File: src/design/ssl_pkg.sv
// constants and types shared by the supply supervisor logic
// What this block does
// - start needs supply enable high and supply above lockout, every option
// - option B start also needs no overvoltage and no delayed undervoltage
// - options A and C start also needs fault latch clear
// - power-good needs supply above lockout and no undervoltage, every option
// - power-good needs no overvoltage in B and C, supply enable in A and B
// - option A power-good also needs fault latch clear
// - fault latch in A and C sets on overvoltage or delayed undervoltage
// - latch clears without faults on lockout, or in C also on low supply enable
// - option B has no latch; outputs follow faults and self-recover
// - undervoltage below threshold level; overvoltage above mirrored level
// - hysteresis is 10 percent of reference minus threshold level in A and C, 40 percent in B
// - delayed flag rises only if undervoltage lasts until the delay ends
// - lockout gates start and power-good outputs and clears the latch when no fault
// - reference is range bottom plus select code times span over 31
package ssl_pkg;
   localparam int LVL_W = 12;
   localparam int SEL_W = 5;
   localparam int DLY_W = 24;
   localparam logic [SEL_W-1:0] SEL_STEPS = 5'h1F;
   localparam int HYS_AC_PCT = 10;
   localparam int HYS_B_PCT = 40;
   localparam int PCT_FULL = 100;
   localparam real CLK_MHZ = 40.0;
   localparam real DLY_DEF_US = 25.0;
   localparam int DLY_DEF_CYC = int'(DLY_DEF_US * CLK_MHZ);
   localparam logic [DLY_W-1:0] DLY_RST = DLY_W'(DLY_DEF_CYC);
   typedef enum {SSL_OPT_A, SSL_OPT_B, SSL_OPT_C} ssl_opt_t;
   localparam int IRQ_W = 3;
   localparam int IRQ_OV = 0;
   localparam int IRQ_UVD = 1;
   localparam int IRQ_FLT = 2;
   localparam logic [1:0] ADR_STAT = 2'h0;
   localparam logic [1:0] ADR_MASK = 2'h1;
   localparam logic [1:0] ADR_DLY = 2'h2;
   localparam logic [1:0] ADR_LIVE = 2'h3;
endpackage : ssl_pkg

File: src/design/ssl_supervisor.sv
// supply supervisor top: synchronisation, fault latch, start and power-good outputs
//
// Chosen here: the plain strobed port and the register offsets.
module ssl_supervisor
   import ssl_pkg::*;
#(
   parameter ssl_opt_t OPTION = SSL_OPT_A
) (
   input  wire logic             i_core_clk,
   input  wire logic             i_rst_n,
   input  wire logic             i_supply_enable_in,
   input  wire logic             i_supply_lockout,
   input  wire logic [LVL_W-1:0] i_range_bottom,
   input  wire logic [LVL_W-1:0] i_range_top,
   input  wire logic [SEL_W-1:0] i_level_select_bits,
   input  wire logic [LVL_W-1:0] i_threshold_level_in,
   input  wire logic [LVL_W-1:0] i_monitored_level_in,
   input  wire logic [1:0]       i_reg_addr,
   input  wire logic [31:0]      i_reg_wdata,
   input  wire logic             i_reg_wr,
   input  wire logic             i_reg_rd,
   output logic [31:0]           o_reg_rdata,
   output logic                  o_irq,
   output logic                  o_start_out,
   output logic                  o_start_oe,
   output logic                  o_power_good_out,
   output logic                  o_power_good_oe
);
   localparam logic HAS_LATCH = (OPTION != SSL_OPT_B);
   localparam int   HYS_PCT   = (OPTION == SSL_OPT_B) ? HYS_B_PCT : HYS_AC_PCT;

   // two-stage synchronisers on the control levels
   logic [1:0] en_sync;
   logic [1:0] lock_sync;
   logic       en_s;
   logic       lock_s;

   always_ff @(posedge i_core_clk or negedge i_rst_n) begin
      if (!i_rst_n) begin
         en_sync   <= 2'b00;
         lock_sync <= 2'b11;
      end else begin
         en_sync   <= {en_sync[0], i_supply_enable_in};
         lock_sync <= {lock_sync[0], i_supply_lockout};
      end
   end
   assign en_s   = en_sync[1];
   assign lock_s = lock_sync[1];

   logic             uv;
   logic             ov;
   logic             delayed_undervoltage_flag;
   logic [DLY_W-1:0] undervoltage_delay;

   ssl_window #(
      .HYS_PCT (HYS_PCT)
   ) u_window (
      .i_core_clk           (i_core_clk),
      .i_rst_n              (i_rst_n),
      .i_range_bottom       (i_range_bottom),
      .i_range_top          (i_range_top),
      .i_level_select_bits  (i_level_select_bits),
      .i_threshold_level_in (i_threshold_level_in),
      .i_monitored_level_in (i_monitored_level_in),
      .o_uv                 (uv),
      .o_ov                 (ov)
   );

   ssl_delay u_delay (
      .i_core_clk                  (i_core_clk),
      .i_rst_n                     (i_rst_n),
      .i_uv                        (uv),
      .i_undervoltage_delay        (undervoltage_delay),
      .o_delayed_undervoltage_flag (delayed_undervoltage_flag)
   );

   // fault latch
   logic fault;
   wire  no_fault    = !ov && !delayed_undervoltage_flag;
   wire  clr_event   = lock_s || ((OPTION == SSL_OPT_C) && !en_s);
   wire  fault_set   = HAS_LATCH && (ov || delayed_undervoltage_flag);
   wire  fault_clr   = no_fault && clr_event;

   always_ff @(posedge i_core_clk or negedge i_rst_n) begin
      if (!i_rst_n) begin
         fault <= 1'b0;
      end else if (fault_set) begin
         fault <= 1'b1;
      end else if (fault_clr) begin
         fault <= 1'b0;
      end
   end

   // output terms per option
   wire start_base = en_s && !lock_s;
   wire start_b    = !ov && !delayed_undervoltage_flag;
   wire next_start = start_base && (HAS_LATCH ? !fault : start_b);
   wire pg_base    = !lock_s && !uv;
   wire pg_ov      = (OPTION == SSL_OPT_A) || !ov;
   wire pg_en      = (OPTION == SSL_OPT_C) || en_s;
   wire pg_flt     = (OPTION != SSL_OPT_A) || !fault;
   wire next_pg    = pg_base && pg_ov && pg_en && pg_flt;

   logic start_q;
   logic pg_q;
   // lockout gates these two outputs and clears a fault-free latch; comparators keep running
   always_ff @(posedge i_core_clk or negedge i_rst_n) begin
      if (!i_rst_n) begin
         start_q <= 1'b0;
         pg_q    <= 1'b0;
      end else begin
         start_q <= next_start;
         pg_q    <= next_pg;
      end
   end

   // open drain: pin low means the pull-up is overridden, so drive only when deasserted
   assign o_start_out      = 1'b0;
   assign o_start_oe       = !start_q;
   assign o_power_good_out = 1'b0;
   assign o_power_good_oe  = !pg_q;

   // register file: sticky status, mask, delay count, live view
   logic [IRQ_W-1:0] status;
   logic [IRQ_W-1:0] mask;
   logic             fault_d;
   logic             uvd_d;
   logic             ov_d;
   wire  [IRQ_W-1:0] events;
   wire              wr_stat = i_reg_wr && (i_reg_addr == ADR_STAT);
   wire              wr_mask = i_reg_wr && (i_reg_addr == ADR_MASK);
   wire              wr_dly  = i_reg_wr && (i_reg_addr == ADR_DLY);
   wire  [IRQ_W-1:0] w1c     = wr_stat ? i_reg_wdata[IRQ_W-1:0] : '0;
   wire  [31:0]      live    = {26'h0, start_q, pg_q, fault, delayed_undervoltage_flag, ov, uv};
   wire  [31:0]      rd_mux  = (i_reg_addr == ADR_STAT) ? {29'h0, status} :
                               (i_reg_addr == ADR_MASK) ? {29'h0, mask} :
                               (i_reg_addr == ADR_DLY)  ? {8'h0, undervoltage_delay} : live;

   assign events[IRQ_OV]  = ov && !ov_d;
   assign events[IRQ_UVD] = delayed_undervoltage_flag && !uvd_d;
   assign events[IRQ_FLT] = fault && !fault_d;

   always_ff @(posedge i_core_clk or negedge i_rst_n) begin
      if (!i_rst_n) begin
         ov_d    <= 1'b0;
         uvd_d   <= 1'b0;
         fault_d <= 1'b0;
         status  <= '0;
      end else begin
         ov_d    <= ov;
         uvd_d   <= delayed_undervoltage_flag;
         fault_d <= fault;
         // a new event wins over a simultaneous clear
         status  <= (status & ~w1c) | events;
      end
   end

   always_ff @(posedge i_core_clk or negedge i_rst_n) begin
      if (!i_rst_n) begin
         mask               <= '0;
         undervoltage_delay <= DLY_RST;
         o_reg_rdata        <= '0;
      end else begin
         if (wr_mask) begin
            mask <= i_reg_wdata[IRQ_W-1:0];
         end
         if (wr_dly) begin
            undervoltage_delay <= i_reg_wdata[DLY_W-1:0];
         end
         o_reg_rdata <= i_reg_rd ? rd_mux : '0;
      end
   end

   assign o_irq = |(status & mask);

   start_cause_a: assert property (@(posedge i_core_clk) disable iff (!i_rst_n)
      start_q |-> $past(en_s) && !$past(lock_s))
      else $error("start asserted without enable or during lockout");
   start_b_fault_a: assert property (@(posedge i_core_clk) disable iff (!i_rst_n)
      (OPTION == SSL_OPT_B) && (ov || delayed_undervoltage_flag) |=> !start_q)
      else $error("option B start asserted during fault");
   start_latch_a: assert property (@(posedge i_core_clk) disable iff (!i_rst_n)
      HAS_LATCH && fault |=> !start_q)
      else $error("start asserted with fault latched");
   pg_cause_a: assert property (@(posedge i_core_clk) disable iff (!i_rst_n)
      pg_q |-> !$past(lock_s) && !$past(uv))
      else $error("power-good asserted during lockout or undervoltage");
   pg_option_a: assert property (@(posedge i_core_clk) disable iff (!i_rst_n)
      pg_q |-> ($past(pg_ov) && $past(pg_en)))
      else $error("power-good option terms violated");
   pg_latch_a: assert property (@(posedge i_core_clk) disable iff (!i_rst_n)
      (OPTION == SSL_OPT_A) && fault |=> !pg_q)
      else $error("option A power-good with fault latched");
   latch_set_a: assert property (@(posedge i_core_clk) disable iff (!i_rst_n)
      HAS_LATCH && (ov || delayed_undervoltage_flag) |=> fault)
      else $error("fault latch did not set");
   latch_hold_a: assert property (@(posedge i_core_clk) disable iff (!i_rst_n)
      $fell(fault) |-> $past(no_fault) && $past(clr_event))
      else $error("fault latch cleared without cause");
   no_latch_b_a: assert property (@(posedge i_core_clk) disable iff (!i_rst_n)
      (OPTION == SSL_OPT_B) |-> !fault)
      else $error("option B latched a fault");
   irq_level_a: assert property (@(posedge i_core_clk) disable iff (!i_rst_n)
      events[IRQ_FLT] && mask[IRQ_FLT] && !wr_mask |=> o_irq)
      else $error("masked-in fault event missed the interrupt");

   start_seen_c: cover property (@(posedge i_core_clk) disable iff (!i_rst_n) $rose(start_q));
   fault_seen_c: cover property (@(posedge i_core_clk) disable iff (!i_rst_n) $rose(fault));
   recover_c: cover property (@(posedge i_core_clk) disable iff (!i_rst_n) $fell(fault));
   uvd_seen_c: cover property (@(posedge i_core_clk) disable iff (!i_rst_n) $rose(delayed_undervoltage_flag));
endmodule : ssl_supervisor

File: src/design/ssl_window.sv
// window comparator with hysteresis and reference from select code
module ssl_window
   import ssl_pkg::*;
#(
   parameter int HYS_PCT = HYS_AC_PCT
) (
   input  wire logic             i_core_clk,
   input  wire logic             i_rst_n,
   input  wire logic [LVL_W-1:0] i_range_bottom,
   input  wire logic [LVL_W-1:0] i_range_top,
   input  wire logic [SEL_W-1:0] i_level_select_bits,
   input  wire logic [LVL_W-1:0] i_threshold_level_in,
   input  wire logic [LVL_W-1:0] i_monitored_level_in,
   output logic                  o_uv,
   output logic                  o_ov
);
   logic [LVL_W+SEL_W-1:0] span_x;
   logic [LVL_W+1:0]       ref_lvl;
   logic [LVL_W+1:0]       delta;
   logic [LVL_W+1:0]       hys;
   logic [LVL_W+1:0]       mon;
   logic [LVL_W+1:0]       ov_trip;
   logic                   next_uv;
   logic                   next_ov;

   // reference in steps of span/31, computed as product then divide to keep precision
   assign span_x  = (LVL_W+SEL_W)'(i_range_top - i_range_bottom) * (LVL_W+SEL_W)'(i_level_select_bits);
   assign ref_lvl = (LVL_W+2)'(i_range_bottom) + (LVL_W+2)'(span_x / (LVL_W+SEL_W)'(SEL_STEPS));
   assign delta   = (ref_lvl > (LVL_W+2)'(i_threshold_level_in)) ?
                    ref_lvl - (LVL_W+2)'(i_threshold_level_in) : '0;
   assign hys     = (LVL_W+2)'((32'(delta) * HYS_PCT) / PCT_FULL);
   assign mon     = (LVL_W+2)'(i_monitored_level_in);
   assign ov_trip = ref_lvl + delta;
   // trip at threshold, release only after crossing back by the hysteresis band
   assign next_uv = o_uv ? (mon < (LVL_W+2)'(i_threshold_level_in) + hys)
                         : (mon < (LVL_W+2)'(i_threshold_level_in));
   assign next_ov = o_ov ? (mon + hys > ov_trip) : (mon > ov_trip);

   always_ff @(posedge i_core_clk or negedge i_rst_n) begin
      if (!i_rst_n) begin
         o_uv <= 1'b0;
         o_ov <= 1'b0;
      end else begin
         o_uv <= next_uv;
         o_ov <= next_ov;
      end
   end
endmodule : ssl_window

File: src/design/ssl_delay.sv
// undervoltage delay timer producing the delayed undervoltage flag
module ssl_delay
   import ssl_pkg::*;
(
   input  wire logic             i_core_clk,
   input  wire logic             i_rst_n,
   input  wire logic             i_uv,
   input  wire logic [DLY_W-1:0] i_undervoltage_delay,
   output logic                  o_delayed_undervoltage_flag
);
   logic [DLY_W-1:0] count;
   wire              expired = (count >= i_undervoltage_delay);

   always_ff @(posedge i_core_clk or negedge i_rst_n) begin
      if (!i_rst_n) begin
         count <= '0;
      end else if (!i_uv) begin
         count <= '0;
      end else if (!expired) begin
         count <= count + 1'b1;
      end
   end

   always_ff @(posedge i_core_clk or negedge i_rst_n) begin
      if (!i_rst_n) begin
         o_delayed_undervoltage_flag <= 1'b0;
      end else begin
         o_delayed_undervoltage_flag <= i_uv && expired;
      end
   end

   uvd_after_delay_a: assert property (@(posedge i_core_clk) disable iff (!i_rst_n)
      $rose(o_delayed_undervoltage_flag) |-> $past(i_uv) && $past(expired))
      else $error("delayed flag rose before delay expired");
   uvd_restart_a: assert property (@(posedge i_core_clk) disable iff (!i_rst_n)
      !i_uv |=> count == '0 && !o_delayed_undervoltage_flag)
      else $error("delay did not restart when undervoltage cleared");
endmodule : ssl_delay

File: config.mk
export PLATFORM = sky130hd
export DESIGN_NAME = ssl_supervisor
export DESIGN_NICKNAME = d
export VERILOG_FILES = /design/src/design/ssl_pkg.sv /design/src/design/ssl_supervisor.sv /design/src/design/ssl_window.sv /design/src/design/ssl_delay.sv
export SDC_FILE = /design/constraint.sdc
export NUM_CORES = 1
export LEC_CHECK = 0
export ABC_AREA = 1
export BUFFER_PORTS_ARGS = -buffer_cell sky130_fd_sc_hd__buf_2
export CORE_MARGIN = 5
export CORE_UTILIZATION = 50
export CTS_CLUSTER_DIAMETER = 80
export DETAILED_ROUTE_END_ITERATION = 10
export PLACE_DENSITY = 0.66
export REMOVE_ABC_BUFFERS = 1
export SETUP_SLACK_MARGIN = 0.3
export SLEW_MARGIN = 40
export SYNTH_ARGS = -nofsm -noshare
export SYNTH_HDL_FRONTEND = slang
export SYNTH_HIERARCHICAL = 1
export SYNTH_SLANG_ARGS = --single-unit
File: constraint.sdc
create_clock -name i_core_clk -period 4.9 [get_ports i_core_clk]
set_clock_uncertainty 0.05 [all_clocks]
set_input_delay 0.245 -clock i_core_clk [delete_from_list [all_inputs] [get_ports i_core_clk]]
set_output_delay 0.245 -clock i_core_clk [all_outputs]
set_load 0.005 [all_outputs]
### Word level (Yosys, flattened, before mapping)

Index checks and enable logic that the tools add are counted.

* order comparisons: 6
* divide/modulo/power cells: 2
* add/sub/neg operators: 7
* multiplexer cells: 12
* eq/ne operators: 3
* bitwise operators: 4
* shift operators: 0
* reduce and logical (&&, ||, !) cells: 28
* multipliers: 2

Operators with widths (count)
* 2-to-1 mux 24 bit: 6
* adder 12 x 14 -> 14 bit: 3
* divider 18 x 7 -> 32 bit, second input constant: 1
* adder 24 x 1 -> 24 bit, second input constant: 1
* >= comparator 24 bit: 1
* divider 17 x 5 -> 17 bit, second input constant: 1
* multiplier 14 x 3 -> 17 bit, second input constant: 1
* multiplier 17 x 5 -> 17 bit: 1
* adder 14 bit: 1
* > comparator 12 x 14 -> 1 bit: 1
* > comparator 14 x 12 -> 1 bit: 1
* > comparator 14 bit: 1
* logical AND 1 bit: 14
* < comparator 12 x 14 -> 1 bit: 1
* 2-to-1 mux 14 bit: 1
* subtractor 14 x 12 -> 14 bit: 1
* subtractor 12 x 12 -> 13 bit: 1
* < comparator 12 bit: 1
* zero test 1 bit: 10
* bitwise AND 3 bit: 2
* 2-to-1 mux 1 bit: 4
* 2-to-1 mux 3 bit: 1
* inverter 3 bit: 1
* bitwise OR 3 bit: 1
* 7 further kinds: 7

* flip-flop bits (word level): 99
* RAM bits: 0
* latch bits: 0
* memories: 0
* bits of input ports: 93
* word-level logic and storage cells: 80
* output and inout port bits: 37
* bits in read-only memories: 0

### Depth between registers and ports, before layout

* word-level depth: 11
* gate-level depth with buffers: 207
* gate-level depth less buffers: 207

### Hierarchy

The synthesis kept the hierarchy.

By module, submodules not included
* ssl_window: sequential area each 50.0 um^2, area each 10936.7 um^2, cells an instance 1779, instances 1
* ssl_supervisor: sequential area each 1611.5 um^2, area each 2508.7 um^2, cells an instance 256, instances 1
* ssl_delay: sequential area each 625.6 um^2, area each 2466.1 um^2, cells an instance 381, instances 1

### Worst setup path before layout

OpenSTA, ideal clock, no wires.

* path kind: input to register
* start point: input i_range_bottom[2]
* end point: register u_window.o_uv
* library setup time: 0.128 ns
* cell stages on the path: 183
* path buffers: 0
* data required time: 4.722 ns
* setup slack: -16.485 ns
* arrival: 21.207 ns
* cells stage by stage: inv_1 ha_1 a21oi_1 and2_1 o21ai_0 a21o_1 a21oi_1 o21bai_1 a21o_1 a21oi_1 inv_1 a21oi_1 nor2_1 nor2_1 xor2_1 or2_2 fa_1 inv_1 [... 147 more ...] fa_1 nand3b_1 and2_1 nor2_1 nor2_1 o21bai_1 a21oi_1 o21ai_0 a21o_1 a21oi_1 or2_2 nand2_1 ha_1 a21oi_1 nand2_1 nand2_1 o21ai_0 o31ai_1

* word-level cells in the longest chain between the ends: 11
* elaborated cells on any way between the ends: 12
* those cells by class: add/sub: 4; mul: 2; div: 2; order compare: 2; mux: 2

Ends and longest elaborated chain
* start: declaration: line ssl_supervisor.sv:13 `input wire logic [LVL_W-1:0] i_range_bottom,`
* subtractor 12 x 12 -> 13 bit: line ssl_window.sv:27 `assign span_x = (LVL_W+SEL_W)'(i_range_top - i_range_bottom) * (LVL_W+SEL_W)'(i_level_select_bits);`
* multiplier 17 x 5 -> 17 bit: line ssl_window.sv:27
* divider 17 x 5 -> 17 bit: line ssl_window.sv:28 `assign ref_lvl = (LVL_W+2)'(i_range_bottom) + (LVL_W+2)'(span_x / (LVL_W+SEL_W)'(SEL_STEPS));`
* adder 12 x 14 -> 14 bit (*): line ssl_window.sv:28
* subtractor 14 x 12 -> 14 bit or > comparator 14 x 12 -> 1 bit (tied branches): line ssl_window.sv:30, ssl_window.sv:29
* 2-to-1 mux 14 bit (*): line ssl_window.sv:29 `assign delta = (ref_lvl > (LVL_W+2)'(i_threshold_level_in)) ?`
* multiplier 14 x 3 -> 17 bit (*): line ssl_window.sv:31 `assign hys = (LVL_W+2)'((32'(delta) * HYS_PCT) / PCT_FULL);`
* divider 18 x 7 -> 32 bit (*): line ssl_window.sv:31
* adder 12 x 14 -> 14 bit (*): line ssl_window.sv:35 `assign next_uv = o_uv ? (mon < (LVL_W+2)'(i_threshold_level_in) + hys)`
* < comparator 12 x 14 -> 1 bit (*): line ssl_window.sv:35
* 2-to-1 mux 1 bit (*): line ssl_window.sv:35
* via u_window.next_uv: line ssl_window.sv:23 `logic next_uv;`
* end signal: assignment: line ssl_window.sv:44 `o_uv <= next_uv;`
* end: declaration: line ssl_window.sv:14 `output logic o_uv,`

The timed path passes the listed nets; every way through them passes the cells marked *.
A chain may end at the register's enable or synchronous reset.

### Final worst setup path

* start point: input i_range_bottom[2]
* end point: register u_window.o_ov

* word-level cells in the longest chain between the ends: 11
* elaborated cells on any way between the ends: 14
* those cells by class: add/sub: 5; mul: 2; div: 2; order compare: 3; mux: 2

Ends and longest elaborated chain
* subtractor 12 x 12 -> 13 bit: line ssl_window.sv:27
* multiplier 17 x 5 -> 17 bit: line ssl_window.sv:27
* divider 17 x 5 -> 17 bit: line ssl_window.sv:28
* adder 12 x 14 -> 14 bit (*): line ssl_window.sv:28
* subtractor 14 x 12 -> 14 bit or > comparator 14 x 12 -> 1 bit (tied branches): line ssl_window.sv:30, ssl_window.sv:29
* 2-to-1 mux 14 bit: line ssl_window.sv:29
* multiplier 14 x 3 -> 17 bit: line ssl_window.sv:31
* divider 18 x 7 -> 32 bit: line ssl_window.sv:31
* adder 12 x 14 -> 14 bit: line ssl_window.sv:37 `assign next_ov = o_ov ? (mon + hys > ov_trip) : (mon > ov_trip);`
* > comparator 14 bit: line ssl_window.sv:37
* 2-to-1 mux 1 bit (*): line ssl_window.sv:37
* via u_window.next_ov: line ssl_window.sv:24 `logic next_ov;`
* end signal: assignment: line ssl_window.sv:45 `o_ov <= next_ov;`
* end: declaration: line ssl_window.sv:15 `output logic o_ov`

Marked as above.

==> run metrics <==
sequential share of the synthesized area=0.144; Max Cap Viol=0; ant diodes=0; CTS tree=done; Max stage delay cell, worst path=fa_1; Post-synth top flop=dfrtp_1; Post-Route WL=48900 um; CTS Buffer Depth=2; CP max stage delay=0.53 ns; CP Class=in2reg; first-pass GRT wire length=77400 um; clk_lat worst skew=0.36 ns; HP Class=in2reg; Ys Warns=6; Worst setup SP type=input port; initial antenna violation count=0; I/O pins=130; core box area=31500 sq um; Port Buffers=111; maximum clock rate=44.1 MHz; CP max FO=7; Vias/cell=5.10; share of layout cells above drive strength 1=0.394; most used cell, CP=nand2_2; hpwl dp=36500 um; dpl ws=-18.68 ns; # fillers=2450; status=complete, but fails checks; CP top delay family=simple AND/OR/NAND/NOR gates; most frequent cells in the layout=buf_4 (563), nand2_1 (490), inv_1 (384); Worst Hold End=undervoltage_delay[7]; RSZ-0062 raised after global routing=yes; # setup viols final=2; clk sinks=91; failing checks=setup timing; CTS H-Tree Depth=3; Synth Cell Area=15900 sq um; Mean Syn Cell Area=6.59 sq um; largest net degree at the start of global routing=52; Reg2Reg Launch Point=undervoltage_delay[7]; Clock Pin Slew Worst Setup and Hold Paths=0.07 ns; max_slew headroom=0.535; Initial DRT Pass Iterations=6; FF-to-FF path depth=11; Pins Over Slew Limit=0; Die Span X=188 um; Crit. End Element=flip-flop; Fin. Hold Viols=0; Slew @ Worst Pin=0.696 ns; WL/cell=14.0 um; fin worst setup slack=-17.76 ns; Hold Startpoint=i_reg_wdata[7]; initial cell density of the core=0.506; total CTS buffers=9; Final ANT Viol Nets=0; gr ovfl total=0; Critical Path RT=5.13 ns; Final Cycle Share=4.63; Die Y=188 um; vias in the first global route=17300; commonest non-fill, non-tap cell in the layout=buf_4; WP buf/inv=31; count of different cell masters after synthesis=60; hold depth=3; Nets=3428; P&R area growth vs syn=46.0%; Site Rows=65; fin crit period=22.66 ns; die area=35500 sq um; drc violations=0; reg2reg setup slack=2.55 ns; WP data arrival=22.89 ns; Synth Instances=2416; DRT iter0 DRCs=995; GRT Resource Usage Total=0.251; RR Endpoint=u_delay/count[18]; number of synthesized flops with an enable pin=0; Root Buffer Master=clkbuf_16; FF+latch count, synth=91; asr flop ratio synth=1.00; GP Congestion=0.905; via count=17800
-- cells in the mapped netlist, types with 9 or more instances --
master,instances,area share
a21o_1,12,0.0057
a21oi_1,120,0.038
buf_4,10,0.0047
buf_6,9,0.0064
clkinv_1,9,0.0021
dfrtp_1,83,0.13
fa_1,44,0.055
ha_1,199,0.16
inv_1,407,0.096
inv_2,38,0.0090
nand2_1,583,0.14
nand2_2,55,0.022
nand2_4,19,0.013
nand3_1,188,0.059
nand3_2,27,0.017
nand3b_1,10,0.0047
nand4_1,41,0.016
nor2_1,204,0.048
nor2_2,18,0.0071
nor2_4,9,0.0064
nor3_1,11,0.0035
o21ai_0,54,0.017
o21ai_1,33,0.010
o21ai_2,15,0.0083
o21bai_1,22,0.010
xnor2_1,26,0.014
xor2_1,72,0.040
-- registers in the layout, summed over array words and instances, names as in the netlist --
register and cells:
mask 3, u_delay/count 24, en_sync 2, status 3
o_reg_rdata 24, undervoltage_delay 24, pg_q 1, uvd_d 1
u_delay/o_delayed_undervoltage_flag 1, u_window/o_uv 1, lock_sync 2, fault 1
fault_d 1, ov_d 1, start_q 1, u_window/o_ov 1
-- through the flow --
step	setup TNS, ns	hold slack [ns]	std cells	util	area (sq um)
after floorplan	-32.96	-0.101	2390	-	15700
after global placement	-35.49	0.209	3381	0.647	20400
after detailed placement	-37.11	0.217	3381	0.648	20400
after CTS	-34.30	0.0336	3454	0.691	21700
after global routing	-38.43	0.0332	3499	0.738	23200
final	-35.30	0.0379	3499	0.738	23200
-- routing by layer --
| layer | global-route usage | wire length [um] | up-vias |
|---|---|---|---|
| li1 | - | - | 9048 |
| met1 | 0.318 | 21100 | 8392 |
| met2 | 0.465 | 25200 | 313 |
| met3 | 0.0191 | 1350 | 92 |
| met4 | 0.0605 | 1190 | 0 |
| met5 | 0 | 0 | - |
-- cell type report --
type                    count  area [sq um]  share of cell area
clock buffers              10           229             0.00985
clock inverters             6          57.6             0.00248
inverters                 456          1730              0.0745
multi-input cells        1843         13400               0.577
flip-flops and latches     91          2290              0.0984
well taps                 402           503              0.0216
repair buffers            691          5020               0.216
-- cells by family (layout without fill, tap and decap cells) --
kind of cell / after synthesis / after routing / share of synthesized area
simple gates: 1196 / 1196 / 0.356
buf+inv: 491 / 1163 / 0.123
compound gates: 296 / 296 / 0.111
fa+ha+maj: 243 / 243 / 0.212
xor+xnor: 98 / 98 / 0.0539
flops: 91 / 91 / 0.144
other cells: 1 / 10 / 0.000236
-- repair_timing --
| action | 4_1_cts | 5_1_grt |
|---|---|---|
| setup buffers | 54 | 45 |
| hold buffers | 3 | 0 |
| hold endpoints to repair | 37 | 0 |
| pin swaps | 119 | 243 |
| gates resized for setup | 155 | 283 |
| setup endpoints to repair | 2 | 2 |
-- worst register-to-register path: cells and delay by family, from the launching register on --
kind | cells | cell delay [ns]
adders and majority gates | 1 | 0.31
DFF | 1 | 0.56
and+or+nand+nor | 8 | 1.27
buffers and inverters | 2 | 0.09
-- how the worst max path moves through the flow --
| stage | from | endpoint | depth (start not counted) |
|---|---|---|---|
| after floorplan | i_range_bottom[2] | u_window/o_uv | 183 |
| final | i_range_bottom[2] | u_window/o_ov | 184 |
| after global placement | i_range_bottom[2] | u_window/o_ov | 186 |
| after CTS | i_range_bottom[1] | u_window/o_ov | 189 |
| after detailed placement | i_range_bottom[2] | u_window/o_ov | 188 |
| after global routing | i_range_bottom[2] | u_window/o_ov | 178 |
Power is left out: the tool's default activity adds up to more than one toggle a clock period on the data nets, which glitch-free logic cannot reach.
